`src/rtl/flash_host_pkg.sv`:
```
// Constants, register map and step record for the flash host controller.
// Assumes a 125 MHz mclk and a parallel flash with an active-low busy pin.
package flash_host_pkg;
   // Clock rate and bus timing
   localparam int CLK_MHZ = 125;
   localparam int WE_PULSE_NS = 50;
   localparam int WE_CYC = (WE_PULSE_NS * CLK_MHZ + 999) / 1000;
   localparam int READ_ACCESS_NS = 100;
   localparam int RD_CYC = (READ_ACCESS_NS * CLK_MHZ + 999) / 1000;
   localparam int SYNC_LAT = 4;
   localparam int RD_TOTAL = RD_CYC + SYNC_LAT;
   localparam int BUSY_SETTLE_NS = 500;
   localparam int BUSY_SETTLE_CYC = (BUSY_SETTLE_NS * CLK_MHZ + 999) / 1000;
   localparam int SUSPEND_MAX_US = 20;
   localparam int SUSPEND_CYC = SUSPEND_MAX_US * CLK_MHZ;

   // Register byte offsets
   localparam logic [7:0] REG_CTRL = 8'h00;
   localparam logic [7:0] REG_CMD = 8'h04;
   localparam logic [7:0] REG_ADDR = 8'h08;
   localparam logic [7:0] REG_WDATA = 8'h0c;
   localparam logic [7:0] REG_PWD_LO = 8'h10;
   localparam logic [7:0] REG_PWD_HI = 8'h14;
   localparam logic [7:0] REG_RD_LO = 8'h18;
   localparam logic [7:0] REG_RD_HI = 8'h1c;
   localparam logic [7:0] REG_STATUS = 8'h20;

   // Field positions and reset values
   localparam int CTRL_BUS32_BIT = 0;
   localparam int ST_BUSY_BIT = 0;
   localparam int ST_DONE_BIT = 1;
   localparam int ST_ERR_BIT = 2;
   localparam int ST_SUSP_BIT = 3;
   localparam int ST_READY_BIT = 4;
   localparam int ST_MARGIN_BIT = 5;
   localparam int TOGGLE_BIT_POS = 6;
   localparam int SUSPEND_TOGGLE_POS = 2;
   localparam logic [31:0] REG_RST = 32'h0000_0000;
   localparam logic [63:0] PWD_RST = 64'hffff_ffff_ffff_ffff;

   // Host command opcodes written to REG_CMD
   localparam logic [3:0] OPC_SUSPEND = 4'h1;
   localparam logic [3:0] OPC_RESUME = 4'h2;
   localparam logic [3:0] OPC_PWD_PROG = 4'h3;
   localparam logic [3:0] OPC_PWD_VERIFY = 4'h4;
   localparam logic [3:0] OPC_PWD_LOCK = 4'h5;
   localparam logic [3:0] OPC_PERSIST_LOCK = 4'h6;
   localparam logic [3:0] OPC_READ_RESET = 4'h7;
   localparam logic [3:0] OPC_READ = 4'h8;
   localparam logic [3:0] OPC_WRITE = 4'h9;

   // Flash command codes
   localparam logic [7:0] CODE_SUSPEND = 8'hb0;
   localparam logic [7:0] CODE_PWD_PROG = 8'h38;

   typedef enum logic [1:0] {OP_WRITE, OP_READ, OP_WAIT_RDY, OP_WAIT_TIME} op_kind_t;

   typedef struct packed {
      op_kind_t kind;
      logic [23:0] addr;
      logic [31:0] data;
      logic last;
   } step_t;
endpackage

```
`src/rtl/pin_sync.sv`:
```
// Three-stage pin synchroniser with agreement filter.
// Assumes the input is asynchronous to mclk.
`timescale 1ns/1ps
`default_nettype none
module pin_sync #(
   parameter int W = 1,
   parameter logic [W-1:0] RST_VAL = '0
) (
   input wire logic mclk,
   input wire logic rst,
   input wire logic [W-1:0] din,
   output logic [W-1:0] dout
);
   logic [W-1:0] s1;
   logic [W-1:0] s2;
   logic [W-1:0] s3;
   logic [W-1:0] next_dout;

   // A change counts once stages two and three agree
   always_comb
   begin
      next_dout = dout;
      if (s2 == s3)
      begin
         next_dout = s3;
      end
   end

   always_ff @(posedge mclk)
   begin
      if (rst)
      begin
         s1 <= RST_VAL;
         s2 <= RST_VAL;
         s3 <= RST_VAL;
         dout <= RST_VAL;
      end
      else
      begin
         s1 <= din;
         s2 <= s1;
         s3 <= s2;
         dout <= next_dout;
      end
   end
endmodule // pin_sync
`default_nettype wire

```
`src/rtl/flash_host_ctrl.sv`:
```
// Host controller driving a parallel NOR flash: erase suspend/resume and password commands.
// Assumes an APB master for software and a flash with an active-low busy pin.
// Behaviour
// - Suspend writes code b0 with the erasing bank's address.
// - Resume writes its code with the bank address; extra resumes ignored.
// - Password is 64 bits: four portions in 16-bit mode, two in 32-bit.
// - Each portion: unlock, code 38, then portion address and data.
// - Password programming shows status on reads; finish with Read/Reset.
// - Reissue a locking bit program when readback shows no margin.
// - After a locking bit program, write Read/Reset.
`timescale 1ns/1ps
`default_nettype none
module flash_host_ctrl #(
   parameter int ADDR_W = 22,
   parameter int READY_TIMEOUT = 1000000,
   parameter logic [1:0] MAX_RETRY = 2'h2,
   parameter int MARGIN_BIT = 0,
   parameter logic [23:0] UNLOCK1_ADDR = 24'h000555,
   parameter logic [7:0] UNLOCK1_DATA = 8'haa,
   parameter logic [23:0] UNLOCK2_ADDR = 24'h0002aa,
   parameter logic [7:0] UNLOCK2_DATA = 8'h55,
   parameter logic [7:0] CODE_RESUME = 8'h30,
   parameter logic [7:0] CODE_READ_RESET = 8'hf0,
   parameter logic [7:0] CODE_PWD_VERIFY = 8'hc8,
   parameter logic [7:0] CODE_PWD_LOCK = 8'h28,
   parameter logic [7:0] CODE_PERSIST_LOCK = 8'h48
) (
   input wire logic mclk,
   input wire logic rst,
   input wire logic psel,
   input wire logic penable,
   input wire logic pwrite,
   input wire logic [7:0] paddr,
   input wire logic [31:0] pwdata,
   output logic [31:0] prdata,
   output logic pready,
   output logic pslverr,
   output logic [ADDR_W-1:0] flash_addr,
   output logic [31:0] data_bus_out,
   output logic data_bus_oe,
   input wire logic [31:0] data_bus_in,
   output logic flash_ce_n,
   output logic flash_oe_n,
   output logic flash_we_n,
   output logic bus32_select,
   input wire logic busy_indicator_pin_n
);
   typedef enum {S_IDLE, S_FETCH, S_W_SETUP, S_W_PULSE, S_W_HOLD, S_READ, S_WAIT_RDY,
      S_WAIT_TIME, S_NEXT} state_t;

   state_t state, next_state;
   logic [3:0] cmd, next_cmd;
   logic [2:0] step, next_step;
   logic [1:0] portion, next_portion;
   logic [1:0] retries, next_retries;
   logic [31:0] cnt, next_cnt;
   logic [ADDR_W-1:0] addr_reg, next_addr_reg;
   logic [31:0] wdata_reg, next_wdata_reg;
   logic [63:0] pwd, next_pwd;
   logic [63:0] rd, next_rd;
   logic bus32, next_bus32;
   logic st_busy, next_st_busy;
   logic st_done, next_st_done;
   logic st_err, next_st_err;
   logic st_susp, next_st_susp;
   logic st_margin, next_st_margin;
   logic margin_ok, next_margin_ok;
   logic [ADDR_W-1:0] next_flash_addr;
   logic [31:0] next_data_bus_out;
   logic next_data_bus_oe, next_ce_n, next_oe_n, next_we_n;
   logic [31:0] next_prdata;
   logic next_pready, next_pslverr;
   logic [31:0] dq_s;
   logic ready_s;
   logic wr_hit;
   logic [1:0] last_portion;
   logic [31:0] dq_w;
   logic [31:0] portion_data;
   flash_host_pkg::step_t cur;

   pin_sync #(.W(32), .RST_VAL(32'h0000_0000)) u_dq_sync (
      .mclk(mclk),
      .rst(rst),
      .din(data_bus_in),
      .dout(dq_s)
   );

   pin_sync #(.W(1), .RST_VAL(1'b1)) u_busy_sync (
      .mclk(mclk),
      .rst(rst),
      .din(busy_indicator_pin_n),
      .dout(ready_s)
   );

   function automatic flash_host_pkg::step_t mk(input flash_host_pkg::op_kind_t k,
      input logic [23:0] a, input logic [31:0] d, input logic l);
      flash_host_pkg::step_t r;
      r.kind = k;
      r.addr = a;
      r.data = d;
      r.last = l;
      return r;
   endfunction

   assign wr_hit = psel & penable & pready & pwrite;
   assign last_portion = bus32 ? 2'h1 : 2'h3;
   assign dq_w = bus32 ? dq_s : {16'h0000, dq_s[15:0]};
   assign portion_data = bus32 ? pwd[{portion[0], 5'h00} +: 32]
      : {16'h0000, pwd[{portion, 4'h0} +: 16]};

   // Step table of each host command
   always_comb
   begin
      logic [23:0] a;
      logic [23:0] pa;
      a = 24'(addr_reg);
      pa = {22'h000000, portion};
      cur = mk(flash_host_pkg::OP_WRITE, UNLOCK1_ADDR, 32'(UNLOCK1_DATA), 1'b0);
      if (step == 3'h1)
      begin
         cur = mk(flash_host_pkg::OP_WRITE, UNLOCK2_ADDR, 32'(UNLOCK2_DATA), 1'b0);
      end
      case (cmd)
         flash_host_pkg::OPC_SUSPEND:
            case (step)
               3'h0: cur = mk(flash_host_pkg::OP_WRITE, a, 32'(flash_host_pkg::CODE_SUSPEND),
                  1'b0);
               3'h1: cur = mk(flash_host_pkg::OP_WAIT_TIME, a, 32'h0, 1'b0);
               3'h2: cur = mk(flash_host_pkg::OP_READ, a, 32'h0, 1'b0);
               default: cur = mk(flash_host_pkg::OP_READ, a, 32'h0, 1'b1);
            endcase
         flash_host_pkg::OPC_RESUME:
            cur = mk(flash_host_pkg::OP_WRITE, a, 32'(CODE_RESUME), 1'b1);
         flash_host_pkg::OPC_PWD_PROG:
            case (step)
               3'h0, 3'h1: ;
               3'h2: cur = mk(flash_host_pkg::OP_WRITE, UNLOCK1_ADDR,
                  32'(flash_host_pkg::CODE_PWD_PROG), 1'b0);
               3'h3: cur = mk(flash_host_pkg::OP_WRITE, pa, portion_data, 1'b0);
               3'h4: cur = mk(flash_host_pkg::OP_WAIT_RDY, a, 32'h0, 1'b0);
               default: cur = mk(flash_host_pkg::OP_WRITE, a, 32'(CODE_READ_RESET),
                  1'b1);
            endcase
         flash_host_pkg::OPC_PWD_VERIFY:
            case (step)
               3'h0, 3'h1: ;
               3'h2: cur = mk(flash_host_pkg::OP_WRITE, UNLOCK1_ADDR, 32'(CODE_PWD_VERIFY),
                  1'b0);
               3'h3: cur = mk(flash_host_pkg::OP_READ, pa, 32'h0, 1'b0);
               default: cur = mk(flash_host_pkg::OP_WRITE, a, 32'(CODE_READ_RESET), 1'b1);
            endcase
         flash_host_pkg::OPC_PWD_LOCK, flash_host_pkg::OPC_PERSIST_LOCK:
            case (step)
               3'h0, 3'h1: ;
               3'h2: cur = mk(flash_host_pkg::OP_WRITE, UNLOCK1_ADDR,
                  (cmd == flash_host_pkg::OPC_PWD_LOCK) ? 32'(CODE_PWD_LOCK)
                  : 32'(CODE_PERSIST_LOCK), 1'b0);
               3'h3: cur = mk(flash_host_pkg::OP_WRITE, a, wdata_reg, 1'b0);
               3'h4: cur = mk(flash_host_pkg::OP_WAIT_RDY, a, 32'h0, 1'b0);
               3'h5: cur = mk(flash_host_pkg::OP_READ, a, 32'h0, 1'b0);
               default: cur = mk(flash_host_pkg::OP_WRITE, a, 32'(CODE_READ_RESET),
                  1'b1);
            endcase
         flash_host_pkg::OPC_READ_RESET:
            cur = mk(flash_host_pkg::OP_WRITE, a, 32'(CODE_READ_RESET), 1'b1);
         flash_host_pkg::OPC_READ:
            cur = mk(flash_host_pkg::OP_READ, a, 32'h0, 1'b1);
         default:
            cur = mk(flash_host_pkg::OP_WRITE, a, wdata_reg, 1'b1);
      endcase
   end

   // APB slave answer: pready one cycle into the access phase
   always_comb
   begin
      next_pready = psel & penable & ~pready;
      next_prdata = 32'h0000_0000;
      next_pslverr = 1'b0;
      if (psel & penable & ~pready)
      begin
         case (paddr)
            flash_host_pkg::REG_CTRL: next_prdata = {31'h0, bus32};
            flash_host_pkg::REG_CMD: next_prdata = {28'h0, cmd};
            flash_host_pkg::REG_ADDR: next_prdata = 32'(addr_reg);
            flash_host_pkg::REG_WDATA: next_prdata = wdata_reg;
            flash_host_pkg::REG_PWD_LO: next_prdata = pwd[31:0];
            flash_host_pkg::REG_PWD_HI: next_prdata = pwd[63:32];
            flash_host_pkg::REG_RD_LO: next_prdata = rd[31:0];
            flash_host_pkg::REG_RD_HI: next_prdata = rd[63:32];
            flash_host_pkg::REG_STATUS: next_prdata = {26'h0, st_margin, ready_s, st_susp,
               st_err, st_done, st_busy};
            default: next_pslverr = 1'b1;
         endcase
      end
   end

   // Command engine and software registers
   always_comb
   begin
      next_state = state;
      next_cmd = cmd;
      next_step = step;
      next_portion = portion;
      next_retries = retries;
      next_cnt = cnt + 32'h1;
      next_addr_reg = addr_reg;
      next_wdata_reg = wdata_reg;
      next_pwd = pwd;
      next_rd = rd;
      next_bus32 = bus32;
      next_st_busy = st_busy;
      next_st_done = st_done;
      next_st_err = st_err;
      next_st_susp = st_susp;
      next_st_margin = st_margin;
      next_margin_ok = margin_ok;
      next_flash_addr = flash_addr;
      next_data_bus_out = data_bus_out;
      next_data_bus_oe = data_bus_oe;
      next_ce_n = flash_ce_n;
      next_oe_n = flash_oe_n;
      next_we_n = flash_we_n;
      if (wr_hit && !st_busy)
      begin
         case (paddr)
            flash_host_pkg::REG_CTRL: next_bus32 = pwdata[flash_host_pkg::CTRL_BUS32_BIT];
            flash_host_pkg::REG_ADDR: next_addr_reg = pwdata[ADDR_W-1:0];
            flash_host_pkg::REG_WDATA: next_wdata_reg = pwdata;
            flash_host_pkg::REG_PWD_LO: next_pwd[31:0] = pwdata;
            flash_host_pkg::REG_PWD_HI: next_pwd[63:32] = pwdata;
            flash_host_pkg::REG_CMD:
               if (pwdata[3:0] >= flash_host_pkg::OPC_SUSPEND
                  && pwdata[3:0] <= flash_host_pkg::OPC_WRITE)
               begin
                  next_cmd = pwdata[3:0];
                  next_step = 3'h0;
                  next_portion = 2'h0;
                  next_retries = MAX_RETRY;
                  next_st_busy = 1'b1;
                  next_st_done = 1'b0;
                  next_st_err = 1'b0;
                  next_st_margin = 1'b0;
                  next_state = S_FETCH;
               end
            default: ;
         endcase
      end
      unique case (state)
         S_IDLE: ;
         S_FETCH:
         begin
            next_cnt = 32'h0;
            next_flash_addr = cur.addr[ADDR_W-1:0];
            next_data_bus_out = cur.data;
            unique case (cur.kind)
               flash_host_pkg::OP_WRITE:
               begin
                  next_ce_n = 1'b0;
                  next_data_bus_oe = 1'b1;
                  next_state = S_W_SETUP;
               end
               flash_host_pkg::OP_READ:
               begin
                  next_ce_n = 1'b0;
                  next_oe_n = 1'b0;
                  next_state = S_READ;
               end
               flash_host_pkg::OP_WAIT_RDY: next_state = S_WAIT_RDY;
               flash_host_pkg::OP_WAIT_TIME: next_state = S_WAIT_TIME;
            endcase
         end
         S_W_SETUP:
         begin
            next_we_n = 1'b0;
            next_cnt = 32'h0;
            next_state = S_W_PULSE;
         end
         S_W_PULSE:
            if (cnt == 32'(flash_host_pkg::WE_CYC - 1))
            begin
               next_we_n = 1'b1;
               next_state = S_W_HOLD;
            end
         S_W_HOLD:
         begin
            next_ce_n = 1'b1;
            next_data_bus_oe = 1'b0;
            next_state = S_NEXT;
         end
         S_READ:
            if (cnt == 32'(flash_host_pkg::RD_TOTAL - 1))
            begin
               next_ce_n = 1'b1;
               next_oe_n = 1'b1;
               next_state = S_NEXT;
               if (cmd == flash_host_pkg::OPC_PWD_VERIFY)
               begin
                  if (bus32)
                  begin
                     next_rd[{portion[0], 5'h00} +: 32] = dq_w;
                  end
                  else
                  begin
                     next_rd[{portion, 4'h0} +: 16] = dq_w[15:0];
                  end
               end
               else if (cmd == flash_host_pkg::OPC_SUSPEND && step == 3'h2)
               begin
                  next_rd = {32'h0, dq_w};
               end
               else if (cmd == flash_host_pkg::OPC_SUSPEND)
               begin
                  next_rd[63:32] = dq_w;
                  next_st_susp = (dq_w[flash_host_pkg::TOGGLE_BIT_POS]
                     == rd[flash_host_pkg::TOGGLE_BIT_POS])
                     && (dq_w[flash_host_pkg::SUSPEND_TOGGLE_POS]
                     != rd[flash_host_pkg::SUSPEND_TOGGLE_POS]);
               end
               else if (cmd == flash_host_pkg::OPC_READ)
               begin
                  next_rd = {32'h0, dq_w};
               end
               else
               begin
                  next_margin_ok = dq_w[MARGIN_BIT];
               end
            end
         S_WAIT_RDY:
            if (cnt >= 32'(flash_host_pkg::BUSY_SETTLE_CYC) && ready_s)
            begin
               next_state = S_NEXT;
            end
            else if (cnt == 32'(READY_TIMEOUT))
            begin
               next_st_err = 1'b1;
               next_st_busy = 1'b0;
               next_st_done = 1'b1;
               next_state = S_IDLE;
            end
         S_WAIT_TIME:
            if (cnt == 32'(flash_host_pkg::SUSPEND_CYC - 1))
            begin
               next_state = S_NEXT;
            end
         S_NEXT:
         begin
            next_state = S_FETCH;
            next_step = step + 3'h1;
            if (cmd == flash_host_pkg::OPC_PWD_PROG && step == 3'h4
               && portion != last_portion)
            begin
               next_portion = portion + 2'h1;
               next_step = 3'h0;
            end
            else if (cmd == flash_host_pkg::OPC_PWD_VERIFY && step == 3'h3
               && portion != last_portion)
            begin
               next_portion = portion + 2'h1;
               next_step = 3'h3;
            end
            else if (step == 3'h5 && !margin_ok && (cmd == flash_host_pkg::OPC_PWD_LOCK
               || cmd == flash_host_pkg::OPC_PERSIST_LOCK))
            begin
               if (retries != 2'h0)
               begin
                  next_retries = retries - 2'h1;
                  next_step = 3'h0;
               end
               else
               begin
                  next_st_margin = 1'b1;
               end
            end
            if (cur.last)
            begin
               if (cmd == flash_host_pkg::OPC_RESUME)
               begin
                  next_st_susp = 1'b0;
               end
               next_st_busy = 1'b0;
               next_st_done = 1'b1;
               next_state = S_IDLE;
            end
         end
      endcase
   end

   always_ff @(posedge mclk)
   begin
      if (rst)
      begin
         state <= S_IDLE;
         cmd <= 4'h0;
         step <= 3'h0;
         portion <= 2'h0;
         retries <= 2'h0;
         cnt <= flash_host_pkg::REG_RST;
         addr_reg <= '0;
         wdata_reg <= flash_host_pkg::REG_RST;
         pwd <= flash_host_pkg::PWD_RST;
         rd <= 64'h0;
         bus32 <= 1'b0;
         st_busy <= 1'b0;
         st_done <= 1'b0;
         st_err <= 1'b0;
         st_susp <= 1'b0;
         st_margin <= 1'b0;
         margin_ok <= 1'b0;
         flash_addr <= '0;
         data_bus_out <= flash_host_pkg::REG_RST;
         data_bus_oe <= 1'b0;
         flash_ce_n <= 1'b1;
         flash_oe_n <= 1'b1;
         flash_we_n <= 1'b1;
         bus32_select <= 1'b0;
         prdata <= flash_host_pkg::REG_RST;
         pready <= 1'b0;
         pslverr <= 1'b0;
      end
      else
      begin
         state <= next_state;
         cmd <= next_cmd;
         step <= next_step;
         portion <= next_portion;
         retries <= next_retries;
         cnt <= next_cnt;
         addr_reg <= next_addr_reg;
         wdata_reg <= next_wdata_reg;
         pwd <= next_pwd;
         rd <= next_rd;
         bus32 <= next_bus32;
         st_busy <= next_st_busy;
         st_done <= next_st_done;
         st_err <= next_st_err;
         st_susp <= next_st_susp;
         st_margin <= next_st_margin;
         margin_ok <= next_margin_ok;
         flash_addr <= next_flash_addr;
         data_bus_out <= next_data_bus_out;
         data_bus_oe <= next_data_bus_oe;
         flash_ce_n <= next_ce_n;
         flash_oe_n <= next_oe_n;
         flash_we_n <= next_we_n;
         bus32_select <= next_bus32;
         prdata <= next_prdata;
         pready <= next_pready;
         pslverr <= next_pslverr;
      end
   end
endmodule // flash_host_ctrl
`default_nettype wire

```
`config.mk`:
```
export PLATFORM = sky130hd
export DESIGN_NAME = flash_host_ctrl
export DESIGN_NICKNAME = d
export VERILOG_FILES = /design/src/rtl/flash_host_pkg.sv /design/src/rtl/pin_sync.sv /design/src/rtl/flash_host_ctrl.sv
export SDC_FILE = /design/constraint.sdc
export NUM_CORES = 1
export LEC_CHECK = 0
export BUFFER_PORTS_ARGS = -buffer_cell sky130_fd_sc_hd__buf_2
export CAP_MARGIN = 20
export CORE_MARGIN = 1.5
export CORE_UTILIZATION = 60
export CTS_CLUSTER_DIAMETER = 120
export CTS_CLUSTER_SIZE = 10
export DETAILED_ROUTE_END_ITERATION = 6
export GPL_TIMING_DRIVEN = 0
export PLACE_DENSITY = 0.88
export SLEW_MARGIN = 15
export SYNTH_ARGS = -nofsm -noshare
export SYNTH_HDL_FRONTEND = slang
export SYNTH_SLANG_ARGS = --single-unit
```
`constraint.sdc`:
```
create_clock -name mclk -period 4.05 [get_ports mclk]
set_input_delay 0.81 -clock mclk [delete_from_list [all_inputs] [get_ports mclk]]
set_output_delay 0.81 -clock mclk [all_outputs]
set_load 0.05 [all_outputs]
```
==> impl_metrics.csv <==
group,metric,value,unit
synthesis,synth_nets,2434,
worst_setup_path,start_kind,"register",
synthesis,synth_area,20100,um2
detailed_routing,met1_length,28700,um
clock_tree,clock-sinks,488,
clock_tree,clockRootBuffer,"clkbuf_16",
worst_setup_path,slowest_stage,"nor4_2",
pwr,p_total,10.9,mW
clock_tree,clock_latency,0.64,ns
synthesis,synth_top_area_share,48.6,%
clock_tree,cts_inserted_buffers,54,
worst_setup_path,crit_path_frequent_cell,"clkbuf_1",
worst_setup_path,crit_chain,"clkbuf_1 > buf_2 > inv_1 > ha_1 > nand2b_1 > nor4_2 > clkbuf_1 > a22oi_1 > a211oi_1",
sta,period_minus_slack,4.04,ns
worst_setup_path,max_stage_delay,0.66,ns
hold_path,worstHoldStart,"data_bus_in[4]",
global_routing,grt_pass1_vias,18700,
sta,slew_viol_final,0,
worst_setup_path,setup.worst_path.class,"reg -> reg",
placed_design,place_congestion,1.03,
synthesis,synth-main-ff-cell,"dfxtp_1",
pwr,power.density,476,nW/um2
layout,top_regs,"pwd: 64 flops, rd: 64 flops",
global_routing,grt_overflow_total,0,
worst_setup_path,crit_path_start,"portion[1]",
synthesis,synthTopCellsByArea,"dfxtp_1, nand2_1, a22oi_1",
detailed_routing,firstDrtPassIters,7,
sta,final-setup-viol-count,0,
clock_tree,cts_setup_buffers,0,
placed_design,post-dp-hpwl,54500,um
placed_design,dp_cells,2955,
sta,skew,0.0330,ns
sta,maxSlewHeadroom,24.2,%
floorplanning,initial_core_util,61.3,%
sta,hold_violations,0,
worst_setup_path,required,4.56,ns
detailed_routing,route.antenna.remaining_nets,0,
global_routing,grt_first_pass_wirelength,112000,um
layout,nets,2659,
synthesis,seq_area_frac_synth,48.6,%
floorplanning,die_h,186,um
global_routing,grt_max_degree,16,
worst_setup_path,critPathBufInv,4,
job,maxCapViolCount,0,
floorplanning,pin_count,171,
layout,drive_above_1_share,10.4,%
detailed_routing,routedWlPerCell,25.2,um
worst_setup_path,cpLargestDelayFamily,"buffers and inverters",
clock_tree,postCtsHoldBufs,0,
sta,rsz0062_at_grt,"false",
synthesis,ys_types,72,
detailed_routing,wl,75800,um
placed_design,portBuffers,169,
clock_tree,cts.clk_slew.worst_paths,0.06,ns
detailed_routing,drcViolationCount,2,
detailed_routing,vias_per_cell,6.51,
global_routing,antenna_found_initial,0,
pwr,vdd_drop_max,0.437,mV
worst_setup_path,cp_data_arrival_time,4.55,ns
hold_path,worstHoldPathType,"in -> reg",
detailed_routing,drtIter0Drc,2348,
synthesis,syn_area_per_cell,8.57,um2
synthesis,async_flop_share,0,%
layout,fill_cells,2492,
layout,n_antenna_cell,0,
worst_setup_path,cp_max_fo,10,
pwr,p_leak,8.64,nW
clock_tree,h-tree-depth,2,
worst_setup_path,end_kind,"register",
synthesis,yosys-top-cells-count,"dfxtp_1, nand2_1, nor2_1",
sta,worst_pin_slew,1.14,ns
synthesis,yosys_warnings,0,
synthesis,synth_edf_count,0,
layout,final_cells,3012,
clock_tree,cts_buffer_depth,3,
sta,timing.fmax,247,MHz
sta,fin_hold_ws,0.385,ns
synthesis,synth_top_area_cell,"dfxtp_1",
clock_tree,cts_tree,"yes",
sta,fin_crit_sh,99.9,%
synthesis,synthCells,2344,
floorplanning,die_w,186,um
floorplanning,fp-row-count,66,
worst_setup_path,worstReg2RegStart,"portion[1]",
synthesis,ys_ff_latch,488,
detailed_routing,dr_wl_met3,8370,um
outcome,status,"complete, but fails checks",
outcome,violations,"DRC",
detailed_routing,route.vias.total,19600,
floorplanning,die_area,34600,um2
layout,areaGrowthSynthToFinish,14.2,%
detailed_routing,dr_wl_met2,33800,um
global_routing,grt_usage,43.7,%
detailed_routing,top_layer,"met4",
layout,final_core_util,69.9,%
floorplanning,core,32800,um2
synthesis,synth_most_common_cell,"dfxtp_1",
==> cell families after synthesis <==
family | after synthesis | share of synthesized area (%)
muxes | 69 | 3.58
and+or+nand+nor | 1008 | 23.7
xor gates and xnor gates | 70 | 3.05
adders and majority gates | 12 | 0.748
AOI/OAI and AO/OA | 506 | 16.6
buffers and inverters | 191 | 3.68
DFF | 488 | 48.6
==> cell usage in the layout, fill, tap and decap left out, drive strengths merged, types with 14 or more instances in the layout <==
master	count
a211oi	69
a21oi	158
a222oi	14
a22oi	106
a31oi	25
and2	37
buf	191
clkbuf	203
dfxtp	488
inv	20
mux2i	64
nand2	361
nand2b	17
nand3	139
nand4	24
nor2	207
nor2b	111
nor3	29
nor4	29
o21ai	60
xnor2	46
xor2	24
==> path summary, 6_finish.rpt <==
check	to	slack, ns	cells after the start
worst min-delay path	u_dq_sync.s1[4]	0.39	2
worst max register to register	rd[61]	0.006	9
worst min register to register	u_busy_sync.s2	0.43	1
worst max-delay path	rd[61]	0.006	9
==> worst reg2reg max path, cell delays in order, from the launching register on <==
cell and delay [ns]:
dfxtp_1 0.37, clkbuf_1 0.57, buf_2 0.49, inv_1 0.25, ha_1 0.40, nand2b_1 0.18, nor4_2 0.66, clkbuf_1 0.45
a22oi_1 0.21, a211oi_1 0.34
==> timing repair <==
| item | CTS | global route |
|---|---|---|
| pin swaps | 0 | 1 |
| endpoints found under the setup margin | 14 | 37 |
| gates resized for setup | 1 | 7 |
| cloned | 0 | 0 |
==> where the power goes <==
part / switching, mW / internal (mW)
Combinational: 1.15 / 0.383
Sequential: 0.108 / 5.00
Clock: 1.91 / 2.37
==> layer usage <==
metal / track usage [%] / up-vias
li1: - / 8655
met2: 68.7 / 1323
met5: 0 / -
met3: 10.4 / 278
met4: 27.1 / 0
met1: 54.0 / 9355
==> cell type report <==
type	count	area (um2)	share of cell area, %
timing repair buffer	169	846	3.69
multi-input combinational	1665	9590	41.8
clock inverter	2	60.1	0.262
sequential	488	9770	42.6
buffer	170	666	2.90
tap	442	553	2.41
inverter	21	78.8	0.344
clock buffer	55	1370	5.95
==> metrics by stage <==
stage / TNS (ns) / area [um2] / setup slack (ns)
final: 0 / 22900 / 0.00576
after detailed placement: -0.261 / 21500 / -0.0650
after CTS: 0 / 22900 / 0.0277
after floorplan: 0 / 20100 / 1.08
after global placement: -7.72 / 21500 / -0.441
after global routing: 0 / 22900 / 0.0205
Note: power is estimated with default switching activity, not from simulation.
